File: config.mk
export PLATFORM = sky130hd
export DESIGN_NAME = acquisition_event_monitor
export DESIGN_NICKNAME = d
export VERILOG_FILES = /design/src/event_monitor_pkg.sv /design/src/acquisition_event_monitor.sv /design/src/event_fifo.sv
export SDC_FILE = /design/constraint.sdc
export NUM_CORES = 1
export LEC_CHECK = 0
export BUFFER_PORTS_ARGS = -buffer_cell sky130_fd_sc_hd__buf_4
export CORE_ASPECT_RATIO = 0.6
export CORE_MARGIN = 4
export CORE_UTILIZATION = 45
export DETAILED_ROUTE_END_ITERATION = 7
export SLEW_MARGIN = 20
export SYNTH_ARGS = -nofsm -noshare
export SYNTH_HDL_FRONTEND = slang
export SYNTH_SLANG_ARGS = --single-unit
File: constraint.sdc
create_clock -name mclk_in -period 7.86 [get_ports mclk_in]
set_clock_uncertainty 0.1 [all_clocks]
set_input_delay 0.393 -clock mclk_in [delete_from_list [all_inputs] [get_ports mclk_in]]
set_output_delay 0.393 -clock mclk_in [all_outputs]
set_load 0.01 [all_outputs]
File: src/event_monitor_pkg.sv
package event_monitor_pkg;

	localparam int LANES      = 7;
	localparam int LANE_CNT_W = 32;
	localparam int PIX_W      = 16;
	localparam int FIFO_DEPTH = 32;
	localparam int CNT16_W    = 16;
	localparam int NUM_EV     = 24;

	// link error source codes
	localparam logic [2:0] ERR_SRC_NONE   = 3'h0;
	localparam logic [2:0] ERR_SRC_CRC    = 3'h1;
	localparam logic [2:0] ERR_SRC_CODE   = 3'h2;
	localparam logic [2:0] ERR_SRC_PKTOVF = 3'h3;
	localparam logic [2:0] ERR_SRC_RESEND = 3'h4;

	// status vector bits
	localparam int EV_TRIG_USED    = 0;
	localparam int EV_TRIG_IGNORED = 1;
	localparam int EV_ACQ_SOF      = 2;
	localparam int EV_ACQ_EOF      = 3;
	localparam int EV_FRAME_VALID  = 4;
	localparam int EV_LINK_LOCK    = 5;
	localparam int EV_LINK_UNLOCK  = 6;
	localparam int EV_DATA_OVF     = 7;
	localparam int EV_FRAME_LOST   = 8;
	localparam int EV_LTRIG_FAST   = 9;
	localparam int EV_TRIG_SLOW    = 10;
	localparam int EV_REV_OVF      = 11;
	localparam int EV_CAM_MISSED   = 12;
	localparam int EV_CAM_OVERRUN  = 13;
	localparam int EV_LINK_ERROR   = 14;
	localparam int EV_XFER_SOF     = 15;
	localparam int EV_XFER_EOF     = 16;
	localparam int EV_XFER_EOL     = 17;
	localparam int EV_XFER_EONL    = 18;
	localparam int EV_XFER_END     = 19;

	localparam logic [CNT16_W-1:0] CNT16_ZERO = 16'h0000;
	localparam logic [CNT16_W-1:0] CNT16_ONE  = 16'h0001;
	localparam logic [CNT16_W-1:0] CNT16_MAX  = 16'hFFFF;
	localparam logic [LANE_CNT_W-1:0] LANE_CNT_ONE = 32'h0000_0001;

	typedef struct packed {
		logic             sof;
		logic             eol;
		logic             eof;
		logic [PIX_W-1:0] pix;
	} pix_beat_type;

	typedef struct packed {
		logic             err;
		logic [2:0]       src;
		logic [LANES-1:0] lanes;
	} lane_err_type;

	typedef enum logic [1:0] {
		XF_IDLE = 2'b00,
		XF_RUN  = 2'b01,
		XF_STOP = 2'b11
	} xfer_state_type;

endpackage : event_monitor_pkg

File: src/acquisition_event_monitor.sv
`timescale 1ns/1ps
// Behaviour
// RULE_01 - captured trigger raises used event
// RULE_02 - too-fast trigger raises ignored event
// RULE_03 - active acquisition flags frame start, end
// RULE_04 - frame-valid event on any frame start
// RULE_05 - lock and unlock events
// RULE_06 - overflow event on lost bandwidth
// RULE_07 - frame lost when memory is full
// RULE_08 - early line trigger held until line ends
// RULE_09 - too-fast line trigger, once per frame
// RULE_10 - slow encoder for multiplier raises event
// RULE_11 - reverse counter overflow raises event
// RULE_12 - camera missed trigger event
// RULE_13 - camera overrun event
// RULE_14 - link error event with source code
// RULE_15 - lane bitmask, bit 0 is lane one
// RULE_16 - 32-bit error count per lane
// RULE_17 - transfer start-of-frame on first pixel
// RULE_18 - transfer end-of-frame on last pixel
// RULE_19 - end-of-line and end-of-N-lines events
// RULE_20 - fixed count stops itself, else host stop
// RULE_21 - short trigger pulses rejected
// RULE_22 - images queued in order, overflow discarded
// RULE_23 - sticky flags, write-one clear, enable mask
module acquisition_event_monitor
	import event_monitor_pkg::*;
(
	input  wire logic                  mclk_in,
	input  wire logic                  nrst_in,
	// external trigger and configuration
	input  wire logic                  ext_trig_in,
	input  wire logic [CNT16_W-1:0]    debounce_cycles_in,
	input  wire logic                  acq_active_in,
	input  wire logic                  cam_ready_in,
	// camera frame / line framing
	input  wire logic                  cam_fval_in,
	input  wire logic                  cam_lval_in,
	// line trigger path
	input  wire logic                  line_trig_in,
	output logic                       line_trig_out,
	// encoder
	input  wire logic                  enc_pulse_in,
	input  wire logic                  enc_reverse_in,
	input  wire logic [CNT16_W-1:0]    enc_min_period_in,
	input  wire logic [CNT16_W-1:0]    enc_rev_limit_in,
	// camera status reports (one-cycle pulses)
	input  wire logic                  cam_missed_in,
	input  wire logic                  cam_overrun_in,
	// link lanes
	input  wire logic [LANES-1:0]      lane_lock_in,
	input  wire logic [LANES-1:0]      lane_req_in,
	input  wire lane_err_type          lane_err_in,
	output logic [2:0]                 err_src_out,
	output logic [LANES-1:0]           err_lanes_out,
	output logic [LANES*LANE_CNT_W-1:0] lane_cnt_out,
	// acquired pixel stream into on-board memory
	input  wire logic                  pix_valid_in,
	input  wire pix_beat_type          pix_in,
	input  wire logic                  store_busy_in,
	// transfer to host
	input  wire logic                  xfer_start_in,
	input  wire logic                  xfer_stop_in,
	input  wire logic [CNT16_W-1:0]    xfer_frames_in,
	input  wire logic [CNT16_W-1:0]    nlines_in,
	input  wire logic                  host_ready_in,
	output logic                       host_valid_out,
	output pix_beat_type               host_data_out,
	output logic                       xfer_busy_out,
	// event status
	input  wire logic [NUM_EV-1:0]     ev_clear_in,
	input  wire logic [NUM_EV-1:0]     ev_enable_in,
	output logic [NUM_EV-1:0]          ev_status_out,
	output logic                       attention_out
);
	localparam int BW = $bits(pix_beat_type);

	function automatic logic rise(input logic cur, input logic prev);
		return cur && !prev;
	endfunction : rise

	function automatic logic [CNT16_W-1:0] sat_inc(
		input logic [CNT16_W-1:0] v);
		return (v == CNT16_MAX) ? v : v + CNT16_ONE;
	endfunction : sat_inc

	logic [NUM_EV-1:0] ev;

	// trigger debounce
	logic [CNT16_W-1:0] db_cnt_r, db_cnt_nxt;
	logic               trig_ok_r, trig_ok_nxt;
	logic               trig_valid;
	logic               fval_r, lval_r, lock_r, enc_r;
	logic               all_lock;
	logic               frame_busy_r, frame_busy_nxt;

	// pulse counted while high, taken once past the minimum
	always_comb begin
		db_cnt_nxt  = ext_trig_in ? sat_inc(db_cnt_r) : CNT16_ZERO;
		trig_ok_nxt = ext_trig_in && trig_ok_r;
		trig_valid  = 1'b0;
		if (ext_trig_in && !trig_ok_r &&
		    db_cnt_r >= debounce_cycles_in) begin // [RULE_21]
			trig_valid  = 1'b1;
			trig_ok_nxt = 1'b1;
		end
	end

	// frame in flight from used trigger to frame end
	always_comb begin
		frame_busy_nxt = frame_busy_r;
		if (!cam_fval_in && fval_r) begin
			frame_busy_nxt = 1'b0;
		end
		if (trig_valid && !frame_busy_r && cam_ready_in) begin
			frame_busy_nxt = 1'b1;
		end
	end

	assign all_lock = ((lane_lock_in & lane_req_in) == lane_req_in);

	always_ff @(posedge mclk_in) begin
		if (!nrst_in) begin
			db_cnt_r     <= CNT16_ZERO;
			trig_ok_r    <= 1'b0;
			frame_busy_r <= 1'b0;
			fval_r       <= 1'b0;
			lval_r       <= 1'b0;
			lock_r       <= 1'b0;
			enc_r        <= 1'b0;
		end else begin
			db_cnt_r     <= db_cnt_nxt;
			trig_ok_r    <= trig_ok_nxt;
			frame_busy_r <= frame_busy_nxt;
			fval_r       <= cam_fval_in;
			lval_r       <= cam_lval_in;
			lock_r       <= all_lock;
			enc_r        <= enc_pulse_in;
		end
	end

	// line trigger hold-off
	logic line_busy_r, line_busy_nxt;
	logic line_pend_r, line_pend_nxt;
	logic fast_seen_r, fast_seen_nxt;
	logic lt_out_nxt, lt_out_r;
	logic lt_fast;

	always_comb begin
		line_busy_nxt = line_busy_r;
		line_pend_nxt = line_pend_r;
		fast_seen_nxt = fast_seen_r;
		lt_out_nxt    = 1'b0;
		lt_fast       = 1'b0;
		if (!cam_lval_in && lval_r) begin
			line_busy_nxt = 1'b0;
		end
		if (line_trig_in) begin
			if (line_busy_r || line_pend_r) begin
				line_pend_nxt = 1'b1; // [RULE_08]
				if (!fast_seen_r) begin
					lt_fast       = 1'b1; // [RULE_09]
					fast_seen_nxt = 1'b1;
				end
			end else begin
				lt_out_nxt    = 1'b1;
				line_busy_nxt = 1'b1;
			end
		end else if (line_pend_r && !line_busy_nxt) begin
			// held trigger goes out once the line is done
			lt_out_nxt    = 1'b1; // [RULE_08]
			line_pend_nxt = 1'b0;
			line_busy_nxt = 1'b1;
		end
		if (rise(cam_fval_in, fval_r)) begin
			fast_seen_nxt = 1'b0; // [RULE_09]
		end
	end

	always_ff @(posedge mclk_in) begin
		if (!nrst_in) begin
			line_busy_r <= 1'b0;
			line_pend_r <= 1'b0;
			fast_seen_r <= 1'b0;
			lt_out_r    <= 1'b0;
		end else begin
			line_busy_r <= line_busy_nxt;
			line_pend_r <= line_pend_nxt;
			fast_seen_r <= fast_seen_nxt;
			lt_out_r    <= lt_out_nxt;
		end
	end
	assign line_trig_out = lt_out_r;

	// encoder monitors
	logic [CNT16_W-1:0] enc_per_r, enc_per_nxt;
	logic [CNT16_W-1:0] rev_cnt_r, rev_cnt_nxt;
	logic               enc_slow, rev_ovf;

	// a period longer than the multiplier can subdivide is too slow
	always_comb begin
		enc_per_nxt = sat_inc(enc_per_r);
		rev_cnt_nxt = rev_cnt_r;
		enc_slow    = 1'b0;
		rev_ovf     = 1'b0;
		if (rise(enc_pulse_in, enc_r)) begin
			enc_per_nxt = CNT16_ZERO;
			enc_slow    = (enc_per_r > enc_min_period_in); // [RULE_10]
			if (enc_reverse_in) begin
				if (rev_cnt_r >= enc_rev_limit_in) begin
					rev_ovf = 1'b1; // [RULE_11]
				end else begin
					rev_cnt_nxt = rev_cnt_r + CNT16_ONE;
				end
			end else if (rev_cnt_r != CNT16_ZERO) begin
				rev_cnt_nxt = rev_cnt_r - CNT16_ONE;
			end
		end
	end

	always_ff @(posedge mclk_in) begin
		if (!nrst_in) begin
			enc_per_r <= CNT16_ZERO;
			rev_cnt_r <= CNT16_ZERO;
		end else begin
			enc_per_r <= enc_per_nxt;
			rev_cnt_r <= rev_cnt_nxt;
		end
	end

	// link errors
	logic [LANE_CNT_W-1:0] lane_cnt_r [LANES];
	logic [LANE_CNT_W-1:0] lane_cnt_nxt [LANES];
	logic [2:0]            src_r, src_nxt;
	logic [LANES-1:0]      lmask_r, lmask_nxt;

	always_comb begin
		src_nxt   = src_r;
		lmask_nxt = lmask_r;
		for (int i = 0; i < LANES; i++) begin
			lane_cnt_nxt[i] = lane_cnt_r[i];
			if (lane_err_in.err && lane_err_in.lanes[i]) begin
				lane_cnt_nxt[i] = lane_cnt_r[i] + LANE_CNT_ONE; // [RULE_16]
			end
		end
		if (lane_err_in.err) begin
			src_nxt   = lane_err_in.src;   // [RULE_14]
			lmask_nxt = lane_err_in.lanes; // [RULE_15]
		end
	end

	always_ff @(posedge mclk_in) begin
		if (!nrst_in) begin
			src_r   <= ERR_SRC_NONE;
			lmask_r <= '0;
			for (int i = 0; i < LANES; i++) begin
				lane_cnt_r[i] <= '0;
			end
		end else begin
			src_r   <= src_nxt;
			lmask_r <= lmask_nxt;
			for (int i = 0; i < LANES; i++) begin
				lane_cnt_r[i] <= lane_cnt_nxt[i];
			end
		end
	end

	assign err_src_out   = src_r;
	assign err_lanes_out = lmask_r;
	always_comb begin
		for (int i = 0; i < LANES; i++) begin
			lane_cnt_out[i*LANE_CNT_W +: LANE_CNT_W] = lane_cnt_r[i];
		end
	end

	// frame memory
	logic         fifo_in_ready, fifo_out_valid, fifo_rd_ready;
	pix_beat_type fifo_out;
	logic         drop_r, drop_nxt;
	logic         fifo_wr, frame_lost, data_ovf;

	// a frame that starts with no room is discarded whole; a frame
	// that runs out of room midway is an overflow
	always_comb begin
		drop_nxt   = drop_r;
		frame_lost = 1'b0;
		data_ovf   = 1'b0;
		fifo_wr    = 1'b0;
		if (pix_valid_in) begin
			if (pix_in.sof) begin
				drop_nxt = !fifo_in_ready;
				frame_lost = !fifo_in_ready; // [RULE_07] [RULE_22]
			end
			if (!(pix_in.sof ? !fifo_in_ready : drop_r)) begin
				fifo_wr  = fifo_in_ready;
				data_ovf = !fifo_in_ready || store_busy_in; // [RULE_06]
				if (!fifo_in_ready) begin
					drop_nxt = 1'b1;
				end
			end
		end
	end

	always_ff @(posedge mclk_in) begin
		if (!nrst_in) begin
			drop_r <= 1'b0;
		end else begin
			drop_r <= drop_nxt;
		end
	end

	event_fifo #(
		.WIDTH (BW),
		.DEPTH (FIFO_DEPTH)
	) u_fifo (
		.mclk_in       (mclk_in),
		.nrst_in       (nrst_in),
		.clr_in        (1'b0),
		.in_valid_in   (fifo_wr),
		.in_ready_out  (fifo_in_ready),
		.in_data_in    (pix_in),
		.out_valid_out (fifo_out_valid),
		.out_ready_in  (fifo_rd_ready),
		.out_data_out  (fifo_out)
	); // [RULE_22]

	// transfer engine
	xfer_state_type     xst_r, xst_nxt;
	logic [CNT16_W-1:0] fr_cnt_r, fr_cnt_nxt;
	logic [CNT16_W-1:0] ln_cnt_r, ln_cnt_nxt;
	logic               stop_req_r, stop_req_nxt;
	logic               x_sof, x_eof, x_eol, x_eonl, x_end, moving;

	assign moving        = (xst_r != XF_IDLE) && fifo_out_valid;
	assign fifo_rd_ready = (xst_r != XF_IDLE) && host_ready_in;
	assign host_valid_out = moving;
	assign host_data_out  = fifo_out;
	assign xfer_busy_out  = (xst_r != XF_IDLE);

	always_comb begin
		xst_nxt      = xst_r;
		fr_cnt_nxt   = fr_cnt_r;
		ln_cnt_nxt   = ln_cnt_r;
		stop_req_nxt = stop_req_r || xfer_stop_in;
		x_sof  = 1'b0;
		x_eof  = 1'b0;
		x_eol  = 1'b0;
		x_eonl = 1'b0;
		x_end  = 1'b0;
		if (moving && host_ready_in) begin
			x_sof = fifo_out.sof; // [RULE_17]
			x_eof = fifo_out.eof; // [RULE_18]
			x_eol = fifo_out.eol; // [RULE_19]
			if (fifo_out.eol) begin
				ln_cnt_nxt = ln_cnt_r + CNT16_ONE;
				if (ln_cnt_nxt == nlines_in) begin
					x_eonl     = 1'b1; // [RULE_19]
					ln_cnt_nxt = CNT16_ZERO;
				end
			end
			if (fifo_out.eof) begin
				fr_cnt_nxt = fr_cnt_r + CNT16_ONE;
			end
		end
		case (xst_r)
			XF_IDLE: begin
				stop_req_nxt = 1'b0;
				if (xfer_start_in) begin
					xst_nxt    = XF_RUN;
					fr_cnt_nxt = CNT16_ZERO;
					ln_cnt_nxt = CNT16_ZERO;
				end
			end
			XF_RUN: begin
				// zero frames means run until the host stops it
				if ((x_eof && xfer_frames_in != CNT16_ZERO &&
				     fr_cnt_nxt == xfer_frames_in) || stop_req_nxt) begin
					xst_nxt = XF_STOP; // [RULE_20]
				end
			end
			XF_STOP: begin
				// drain what is queued, then end once the memory is empty or the frame count is reached
				if (!fifo_out_valid || (x_eof && !stop_req_r) ||
				    (xfer_frames_in != CNT16_ZERO &&
				     fr_cnt_r == xfer_frames_in)) begin
					xst_nxt = XF_IDLE;
					x_end   = 1'b1; // [RULE_20]
				end
			end
			default: xst_nxt = XF_IDLE;
		endcase
	end

	always_ff @(posedge mclk_in) begin
		if (!nrst_in) begin
			xst_r      <= XF_IDLE;
			fr_cnt_r   <= CNT16_ZERO;
			ln_cnt_r   <= CNT16_ZERO;
			stop_req_r <= 1'b0;
		end else begin
			xst_r      <= xst_nxt;
			fr_cnt_r   <= fr_cnt_nxt;
			ln_cnt_r   <= ln_cnt_nxt;
			stop_req_r <= stop_req_nxt;
		end
	end

	// events
	logic [NUM_EV-1:0] status_r, status_nxt;
	logic              fv_rise;

	assign fv_rise = rise(cam_fval_in, fval_r);

	always_comb begin
		ev = '0;
		ev[EV_TRIG_USED]    = trig_valid && !frame_busy_r &&
		                      cam_ready_in; // [RULE_01]
		ev[EV_TRIG_IGNORED] = trig_valid &&
		                      (frame_busy_r || !cam_ready_in); // [RULE_02]
		ev[EV_ACQ_SOF]      = acq_active_in && fv_rise; // [RULE_03]
		ev[EV_ACQ_EOF]      = acq_active_in && !cam_fval_in &&
		                      fval_r; // [RULE_03]
		ev[EV_FRAME_VALID]  = fv_rise; // [RULE_04]
		ev[EV_LINK_LOCK]    = all_lock && !lock_r; // [RULE_05]
		ev[EV_LINK_UNLOCK]  = !all_lock && lock_r; // [RULE_05]
		ev[EV_DATA_OVF]     = data_ovf;
		ev[EV_FRAME_LOST]   = frame_lost;
		ev[EV_LTRIG_FAST]   = lt_fast;
		ev[EV_TRIG_SLOW]    = enc_slow;
		ev[EV_REV_OVF]      = rev_ovf;
		ev[EV_CAM_MISSED]   = cam_missed_in;  // [RULE_12]
		ev[EV_CAM_OVERRUN]  = cam_overrun_in; // [RULE_13]
		ev[EV_LINK_ERROR]   = lane_err_in.err; // [RULE_14]
		ev[EV_XFER_SOF]     = x_sof;
		ev[EV_XFER_EOF]     = x_eof;
		ev[EV_XFER_EOL]     = x_eol;
		ev[EV_XFER_EONL]    = x_eonl;
		ev[EV_XFER_END]     = x_end;
		// set wins over a clear in the same cycle
		status_nxt = (status_r & ~ev_clear_in) | ev; // [RULE_23]
	end

	always_ff @(posedge mclk_in) begin
		if (!nrst_in) begin
			status_r <= '0;
		end else begin
			status_r <= status_nxt;
		end
	end

	assign ev_status_out = status_r;
	assign attention_out = |(status_r & ev_enable_in); // [RULE_23]
endmodule : acquisition_event_monitor

File: src/event_fifo.sv
`timescale 1ns/1ps
module event_fifo #(
	parameter int WIDTH = 19,
	parameter int DEPTH = 32
) (
	input  wire logic             mclk_in,
	input  wire logic             nrst_in,
	input  wire logic             clr_in,
	input  wire logic             in_valid_in,
	output logic                  in_ready_out,
	input  wire logic [WIDTH-1:0] in_data_in,
	output logic                  out_valid_out,
	input  wire logic             out_ready_in,
	output logic      [WIDTH-1:0] out_data_out
);
	localparam int AW = $clog2(DEPTH);
	logic [WIDTH-1:0] mem [DEPTH];
	logic [AW-1:0]    wp_r, wp_nxt, rp_r, rp_nxt;
	logic [AW:0]      cnt_r, cnt_nxt;
	logic             wr, rd;

	assign in_ready_out  = (cnt_r != (AW+1)'(DEPTH));
	assign out_valid_out = (cnt_r != '0);
	assign out_data_out  = mem[rp_r];
	assign wr = in_valid_in && in_ready_out;
	assign rd = out_valid_out && out_ready_in;

	always_comb begin
		wp_nxt  = wr ? wp_r + 1'b1 : wp_r;
		rp_nxt  = rd ? rp_r + 1'b1 : rp_r;
		cnt_nxt = cnt_r + (AW+1)'(wr) - (AW+1)'(rd);
		if (clr_in) begin
			wp_nxt  = '0;
			rp_nxt  = '0;
			cnt_nxt = '0;
		end
	end

	always_ff @(posedge mclk_in) begin
		if (!nrst_in) begin
			wp_r  <= '0;
			rp_r  <= '0;
			cnt_r <= '0;
		end else begin
			wp_r  <= wp_nxt;
			rp_r  <= rp_nxt;
			cnt_r <= cnt_nxt;
		end
	end

	// storage has no reset; contents are qualified by the count
	always_ff @(posedge mclk_in) begin
		if (wr && !clr_in) begin
			mem[wp_r] <= in_data_in;
		end
	end
endmodule : event_fifo

==> results.txt, run 1 <==
----------------------------------------------------
[Detailed routing]
  Wire length after detailed routing ... 115,000 µm
  First-pass iteration count of the detailed router ... 8
  Avg Vias per Cell ... 5.46
  Number of DRC markers in iteration 0 ... 2,409
  Routed Antenna Nets ... 0
  Drt wl/cell ... 22.8 µm
  Total vias in the final route ... 27.4k
  Post-route DRC violation count ... 0

[Worst setup path]
  Critical Setup Path Class ... reg2out
  Max stage delay cell, worst path ... sky130_fd_sc_hd__dfxtp_4
  Endpoint kind of the worst setup timing path ... output pin
  Required @ worst endpoint ... 7370 ps
  Crit start category ... register
  Largest fanout on the critical path ... 41
  Worst path arrival time ... 4620 ps
  Stage delay of the slowest cell on the critical path ... 800 ps
  Most used cell, CP ... sky130_fd_sc_hd__buf_4
  Critical path, cell by cell ... buf_4 -> buf_4 -> mux4_2 -> mux4_2 -> mux2_2 -> buf_4

[Yosys]
  Combinational family with the most area after synthesis ... simple AND/OR/NAND/NOR gates
  Multiplexer share of the synthesized area ... 0.111
  Count of state elements after synthesis ... 981
  Distinct cell type count of the synthesized netlist ... 75
  Synthesized netlist cell count ... 3,148
  Yosys warning total ... 0
  Total standard cell area after synthesis ... 41,700 µm²
  Area contributors post-synth ... sky130_fd_sc_hd__edfxtp_1 (44%), sky130_fd_sc_hd__dfxtp_1 (18%), sky130_fd_sc_hd__mux4_2 (9.7%)
  Xor and xnor fraction of the mapped netlist area ... 0.0608
  Syn Area/Cell ... 13.2 µm²
  Part of the Yosys area used for sequential elements ... 0.618
  Net count of the mapped netlist ... 3,426
  Adder and majority cell fraction of the synthesized area ... 0.0271
  Async S/R FF share, synth ... 0
  Most used DFF post-synth ... sky130_fd_sc_hd__edfxtp_1
  Share of the synthesized area in the top cell type ... 0.438
  Area fraction in and, or, nand and nor cells after synthesis ... 0.118
  Compound-gate portion of the synthesized area ... 0.0444
  Largest area contributor in the synthesized netlist ... sky130_fd_sc_hd__edfxtp_1
  Count of flip-flops with a built-in enable after synthesis ... 608

[Flow run]
  Number of max-cap violations ... 0

[Die]
  Die extent in x ... 401 µm
  Height of the die ... 244 µm
  Number of ports placed on the die boundary ... 470
  Core region area ... 91,800 µm²
  Area enclosed by the die boundary ... 97,700 µm²
  Initial Utilization ... 0.454
  Row Count ... 86

[STA]
  Post-route fraction of the period consumed by the critical path ... 0.650
  Unrepaired setup endpoints after global routing ... false
  Final Hold Fails ... 0
  Worst-Margin Slew ... 1120 ps
  Final setup fails ... 0
  Time the final worst path needs with I/O delays and setup ... 5110 ps
  Fin Setup TNS ... 0 ps
  Count of pins over their slew limit ... 0
  Slew headroom ... 0.250
  Highest attainable clock frequency ... 0.196 GHz

[Global routing]
  Overall track demand over capacity in global routing ... 0.230
  Pin count of the biggest net entering global routing ... 177
  Sum of overflow across all layers after global routing ... 0
  Via count of the first global-routing pass ... 25.9k
  Initial antenna violation count ... 8
  First-pass GRT wire length ... 170,000 µm

[Cells and area]
  Count of nets after finishing ... 3,987
  Fill count ... 7,591
  Area growth from synthesis to layout ... 21.5%
  Ratio of cells with drive above 1 in the final layout ... 0.241

[Min path]
  Worst hold-check path type ... in2reg

[Clock tree]
  Post-CTS Repair Setup Buffers ... 0
  CTS Buf Count ... 91
  Clock slew at the register clock pins of the worst setup and hold paths ... 60 ps
  TritonCTS Sinks ... 981
  Cells resized by post-CTS repair ... 0
  Post-CTS Hold Fix Bufs ... 65
  CTS H-tree lvls ... 3
  Clock latency on the worst-skew pair ... 680 ps
  Root buf cell ... sky130_fd_sc_hd__clkbuf_16
  CTS tree ... built
  Clock tree buffer depth ... 3

[Power and ir drop]
  Power share of the clock group ... 0.402
  Switching Share ... 0.238
  Leakage power figure ... 18.2 nW
  Worst supply voltage drop on vdd ... 0.168 mV
  Share of total power in combinational logic ... 0.122
  Cell internal pwr ... 9.07 mW
  Reported net switching power ... 2.83 mW
  Power Dens Cells ... 235 nW/µm²
  Total power ... 11.9 mW
  Share of total power in sequential cells ... 0.476

[Placed design]
  Final weighted congestion of routability-driven global placement ... 0.893
  Number of port buffers ... 469
  Detail Placement HPWL ... 75,600 µm

[Run status]
  Status ... complete, no violations

----------------------------------------------------
## per-layer routing
metal  track usage  routed length, µm  share of wire
met1         0.346              52900           0.46
met2         0.336              51000           0.44
met3        0.0502               8320          0.072
met4        0.0614               2630          0.023
met5             0                  0              0
## synth_stat cells (all sizes together) (31+ instances only)
master	number
a21oi	132
nor2	389
edfxtp	608
nand4	58
and2	33
ha	87
inv	105
mux2	31
mux4	180
or3	51
nand2	187
and3	52
xor2	178
xnor2	111
clkbuf	83
nand3	107
dfxtp	373
o21ai	83
## cell type report
cell class                      instances  area [µm²]  share of cell area
Antenna cell                            9        22.5            0.000445
Clock buffer                          106        2420              0.0479
Clock inverter                         64         816              0.0161
Inverter                              106         405             0.00801
Multi-Input combinational cell       1951       15200               0.300
Sequential cell                       981       25700               0.508
Tap cell                             1232        1540              0.0304
Timing Repair Buffer                  578        4510              0.0892
## stage by stage
stage	cells	cell area [µm²]	utilization	worst slack (ps)	hold WS, ps
after floorplan	3148	41700	-	4490	322
after global placement	4783	46700	0.509	3370	329
after detailed placement	4783	46700	0.509	3300	338
after CTS	5018	50600	0.551	2560	1.21
after global routing	5025	50600	0.552	2360	24.2
final	5027	50600	0.552	2750	47.4
## cells in the final DEF, fill, tap and decap left out, drive strengths merged, types with 42 or more instances in the layout
master / count
a21oi: 132
and3: 52
buf: 513
clkbuf: 106
clkinv: 42
dfxtp: 373
dlygate4sd3: 65
edfxtp: 608
ha: 87
inv: 110
mux4: 180
nand2: 187
nand3: 107
nand4: 58
nor2: 389
o21ai: 83
or3: 51
xnor2: 111
xor2: 178
## power by group through the flow
| stage | clock network (mW) | logic [mW] | registers (mW) |
|---|---|---|---|
| floorplan | 0 | 0.979 | 5.73 |
| global placement | 0 | 1.41 | 5.78 |
| detailed placement | 0 | 1.43 | 5.78 |
| CTS | 4.89 | 1.46 | 5.67 |
| global route | 5.11 | 1.59 | 5.68 |
| finish | 4.78 | 1.45 | 5.67 |
## sequential cells by signal (all words and copies together), names as in the netlist, 2 cells and up, named ones only
register / flops
db_cnt_r: 16
enc_per_r: 16
err_lanes_out: 7
err_src_out: 3
ev_status_out: 24
fr_cnt_r: 16
lane_cnt_r: 224
ln_cnt_r: 16
rev_cnt_r: 16
u_fifo.cnt_r: 6
u_fifo.mem: 608
u_fifo.rp_r: 5
u_fifo.wp_r: 5
xst_r: 2
## kinds of logic after synthesis
logic type	Yosys count
buffers and inverters	216
and+or+nand+nor	1028
xor gates and xnor gates	289
AOI/OAI and AO/OA	311
adders and majority gates	89
muxes	234
DFF	981
## worst max-delay path, delay by kind of cell (launching register included)
family	cells	cell delay, ps
buffers and inverters	3	1560
multiplexers	3	1450
flip-flops	1	800
## worst paths after layout
| kind | slack (ps) | from | depth (start not counted) | end |
|---|---|---|---|---|
| max | 2750 | register | 6 | host_data_out[7] |
| min | 50 | pix_in[0] | 1 | u_fifo.mem[10][0] |
| max reg2reg | 2750 | register | 10 | xst_r[1] |
| min reg2reg | 350 | fast_seen_r | 2 | fast_seen_r |
No activity file was read; power rests on OpenSTA's default activity.
==> inputs of run 2 (changes only) <==
clock period = 5.1 ns   (was 7.86 ns; I/O delays follow)
==> run 2 against run 1 <==
Via count grew 1.3%. Register-to-register slack worse by 1900 ps. Utilization is 0.085 points lower. Setup slack got worse by 2100 ps. Clock power grew 45%. Sequential power grew 54%. Critical path type unchanged. Largest cell class unchanged.
==> results.txt, run 2 (synthesis gave the netlist of run 1 again) <==
----------------------------------------------------
[Global routing]
  Sum of overflow across all layers after global routing ... 0 (unchanged)
  Initial antenna violation count ... 7 (was 8)
  First-pass GRT wire length ... 175,000 µm (was 170,000 µm)
  Pin count of the biggest net entering global routing ... 195 (was 177)
  Via count of the first global-routing pass ... 26.4k (was 25.9k)
  Overall track demand over capacity in global routing ... 0.236 (was 0.230)

[STA]
  Slew headroom ... 0.269 (was 0.250)
  Post-route fraction of the period consumed by the critical path ... 0.864
  Count of pins over their slew limit ... 0 (unchanged)
  Highest attainable clock frequency ... 0.227 GHz
  Time the final worst path needs with I/O delays and setup ... 4410 ps
  Worst-Margin Slew ... 1100 ps (was 1120 ps)
  Final Hold Fails ... 0 (unchanged)
  Final setup fails ... 0 (unchanged)
  Unrepaired setup endpoints after global routing ... false (unchanged)
  Fin Setup TNS ... 0 ps (unchanged)

[Clock tree]
  TritonCTS Sinks ... 981 (unchanged)
  Cells resized by post-CTS repair ... 0 (unchanged)
  Post-CTS Hold Fix Bufs ... 82 (was 65)
  Clock tree buffer depth ... 3 (unchanged)
  Post-CTS Repair Setup Buffers ... 0 (unchanged)
  CTS H-tree lvls ... 3 (unchanged)
  Root buf cell ... sky130_fd_sc_hd__clkbuf_16 (unchanged)
  CTS Buf Count ... 90 (was 91)
  CTS tree ... built (unchanged)
  Clock slew at the register clock pins of the worst setup and hold paths ... 70 ps (was 60 ps)
  Clock latency on the worst-skew pair ... 670 ps (was 680 ps)

[Power and ir drop]
  Worst supply voltage drop on vdd ... 0.251 mV (was 0.168 mV)
  Power share of the clock group ... 0.387 (was 0.402)
  Leakage power figure ... 18.1 nW (was 18.2 nW)
  Total power ... 17.9 mW (was 11.9 mW)
  Power Dens Cells ... 355 nW/µm² (was 235 nW/µm²)
  Cell internal pwr ... 13.6 mW (was 9.07 mW)
  Reported net switching power ... 4.36 mW (was 2.83 mW)
  Share of total power in sequential cells ... 0.487 (was 0.476)
  Share of total power in combinational logic ... 0.126 (was 0.122)
  Switching Share ... 0.243 (was 0.238)

[Detailed routing]
  Wire length after detailed routing ... 117,000 µm (was 115,000 µm)
  Number of DRC markers in iteration 0 ... 2,715 (was 2,409)
  Total vias in the final route ... 27.8k (was 27.4k)
  First-pass iteration count of the detailed router ... 5 (was 8)
  Routed Antenna Nets ... 0 (unchanged)
  Post-route DRC violation count ... 0 (unchanged)
  Drt wl/cell ... 23.3 µm (was 22.8 µm)
  Avg Vias per Cell ... 5.52 (was 5.46)

[Cells and area]
  Ratio of cells with drive above 1 in the final layout ... 0.239 (was 0.241)
  Largest register by flop count ... u_fifo.mem (unchanged)
  Count of nets after finishing ... 4,005 (was 3,987)
  Top library cells by usage in the layout, fill and taps aside ... sky130_fd_sc_hd__edfxtp_1 (608), sky130_fd_sc_hd__buf_4 (513), sky130_fd_sc_hd__dfxtp_1 (369) (was sky130_fd_sc_hd__edfxtp_1 (608), sky130_fd_sc_hd__buf_4 (512), sky130_fd_sc_hd__dfxtp_1 (369))
  Most common cell after layout, fill and taps aside ... sky130_fd_sc_hd__edfxtp_1 (unchanged)
  Max FFs per register ... 608 (unchanged)
  Area growth from synthesis to layout ... 21.4% (was 21.5%)

[Min path]
  Number of instances on the worst hold path ... 4 (was 1)
  Hold EP ... err_lanes_out[2] (was u_fifo.mem[10][0])
  Hold wc startpoint ... lane_err_in[2] (was pix_in[0])
  Worst hold-check path type ... in2reg (unchanged)

[Worst setup path]
  Largest delay contributor family on the critical path ... multiplexers (was buffers and inverters)
  Worst r2r dst ... xst_r[1] (unchanged)
  Critical Setup Path Class ... reg2out (unchanged)
  Critical path, cell by cell ... buf_4 -> mux4_2 -> mux4_2 -> mux2_2 -> buf_4 (was buf_4 -> buf_4 -> mux4_2 -> mux4_2 -> mux2_2 -> buf_4)
  Required @ worst endpoint ... 4740 ps (was 7370 ps)
  Worst setup slack for register-to-register paths ... 800 ps (was 2750 ps)
  Stage delay of the slowest cell on the critical path ... 920 ps (was 800 ps)
  Worst path arrival time ... 4050 ps (was 4620 ps)
  Worst-case reg-to-reg path depth ... 9 (was 10)
  Max stage delay cell, worst path ... sky130_fd_sc_hd__dfxtp_4 (unchanged)
  Endpoint kind of the worst setup timing path ... output pin (unchanged)
  Crit path buffers/inverters ... 2 (was 3)
  Largest fanout on the critical path ... 70 (was 41)
  Crit start category ... register (unchanged)

[Die]
  Area enclosed by the die boundary ... 97,700 µm² (unchanged)
  Die extent in x ... 401 µm (unchanged)
  Core region area ... 91,800 µm² (unchanged)
  Row Count ... 86 (unchanged)
  Height of the die ... 244 µm (unchanged)
  Initial Utilization ... 0.454 (unchanged)
  Number of ports placed on the die boundary ... 470 (unchanged)

[Placed design]
  Number of port buffers ... 469 (unchanged)
  Final weighted congestion of routability-driven global placement ... 0.910 (was 0.893)
  Detail Placement HPWL ... 78,200 µm (was 75,600 µm)

[Run status]
  Status ... complete, no violations (unchanged)

[Flow run]
  Number of max-cap violations ... 0 (unchanged)

----------------------------------------------------
## run 2: worst max path at each step
stage / from / to / slack (ps) / depth (start not counted)
floorplan: register / host_data_out[0] / 1870 / 9
global placement: register / ln_cnt_r[15] / 1430 / 9
detailed placement: register / ln_cnt_r[11] / 1330 / 9
CTS: register / host_data_out[5] / 660 / 5
global route: register / host_data_out[15] / 510 / 5
finish: register / host_data_out[4] / 690 / 5
## run 2: power groups by stage
stage | Sequential [mW] | Combinational [mW] | Clock [mW]
5_1_grt | 8.75 | 2.47 | 7.46
3_3_place_gp | 8.91 | 2.18 | 0
3_5_place_dp | 8.91 | 2.21 | 0
4_1_cts | 8.73 | 2.28 | 7.10
2_1_floorplan | 8.82 | 1.51 | 0
6_report | 8.73 | 2.26 | 6.95
## run 2: metal layers
metal	track usage	wire (µm)	vias up
met5	0	0	-
met4	0.0671	3470	0
met3	0.0508	8300	176
met2	0.334	50400	963
met1	0.364	55000	13900
li1	-	-	12800
## run 2: worst reg2reg max path, cell delays in order, from the launching register on
cell	delay, ps
sky130_fd_sc_hd__dfxtp_4	920
sky130_fd_sc_hd__mux2_2	430
sky130_fd_sc_hd__o21ai_0	160
sky130_fd_sc_hd__a211oi_1	120
sky130_fd_sc_hd__o41ai_4	760
sky130_fd_sc_hd__o21ai_1	230
sky130_fd_sc_hd__a211oi_2	300
sky130_fd_sc_hd__or4b_1	450
sky130_fd_sc_hd__o31ai_1	210
sky130_fd_sc_hd__dlygate4sd3_1	580
## run 2: layout make-up
type / count / area (µm²)
diodes: 5 / 12.5
clock buffers: 113 / 2410
clock inverters: 50 / 556
fillers: 7634 / 41200
inverters: 106 / 405
multi-input cells: 1951 / 15200
flip-flops and latches: 981 / 25700
well taps: 1232 / 1540
repair buffers: 597 / 4710
## run 2: through the flow
| stage | cell area, µm² | hold WS [ps] | worst slack (ps) | cells | util |
|---|---|---|---|---|---|
| after floorplan | 41700 | 231 | 1870 | 3148 | - |
| after global placement | 46700 | 317 | 1430 | 4785 | 0.509 |
| after detailed placement | 46700 | 319 | 1330 | 4785 | 0.509 |
| after CTS | 50500 | 8.32 | 662 | 5030 | 0.551 |
| after global routing | 50600 | 26.4 | 507 | 5035 | 0.551 |
| final | 50600 | 50.0 | 694 | 5035 | 0.551 |
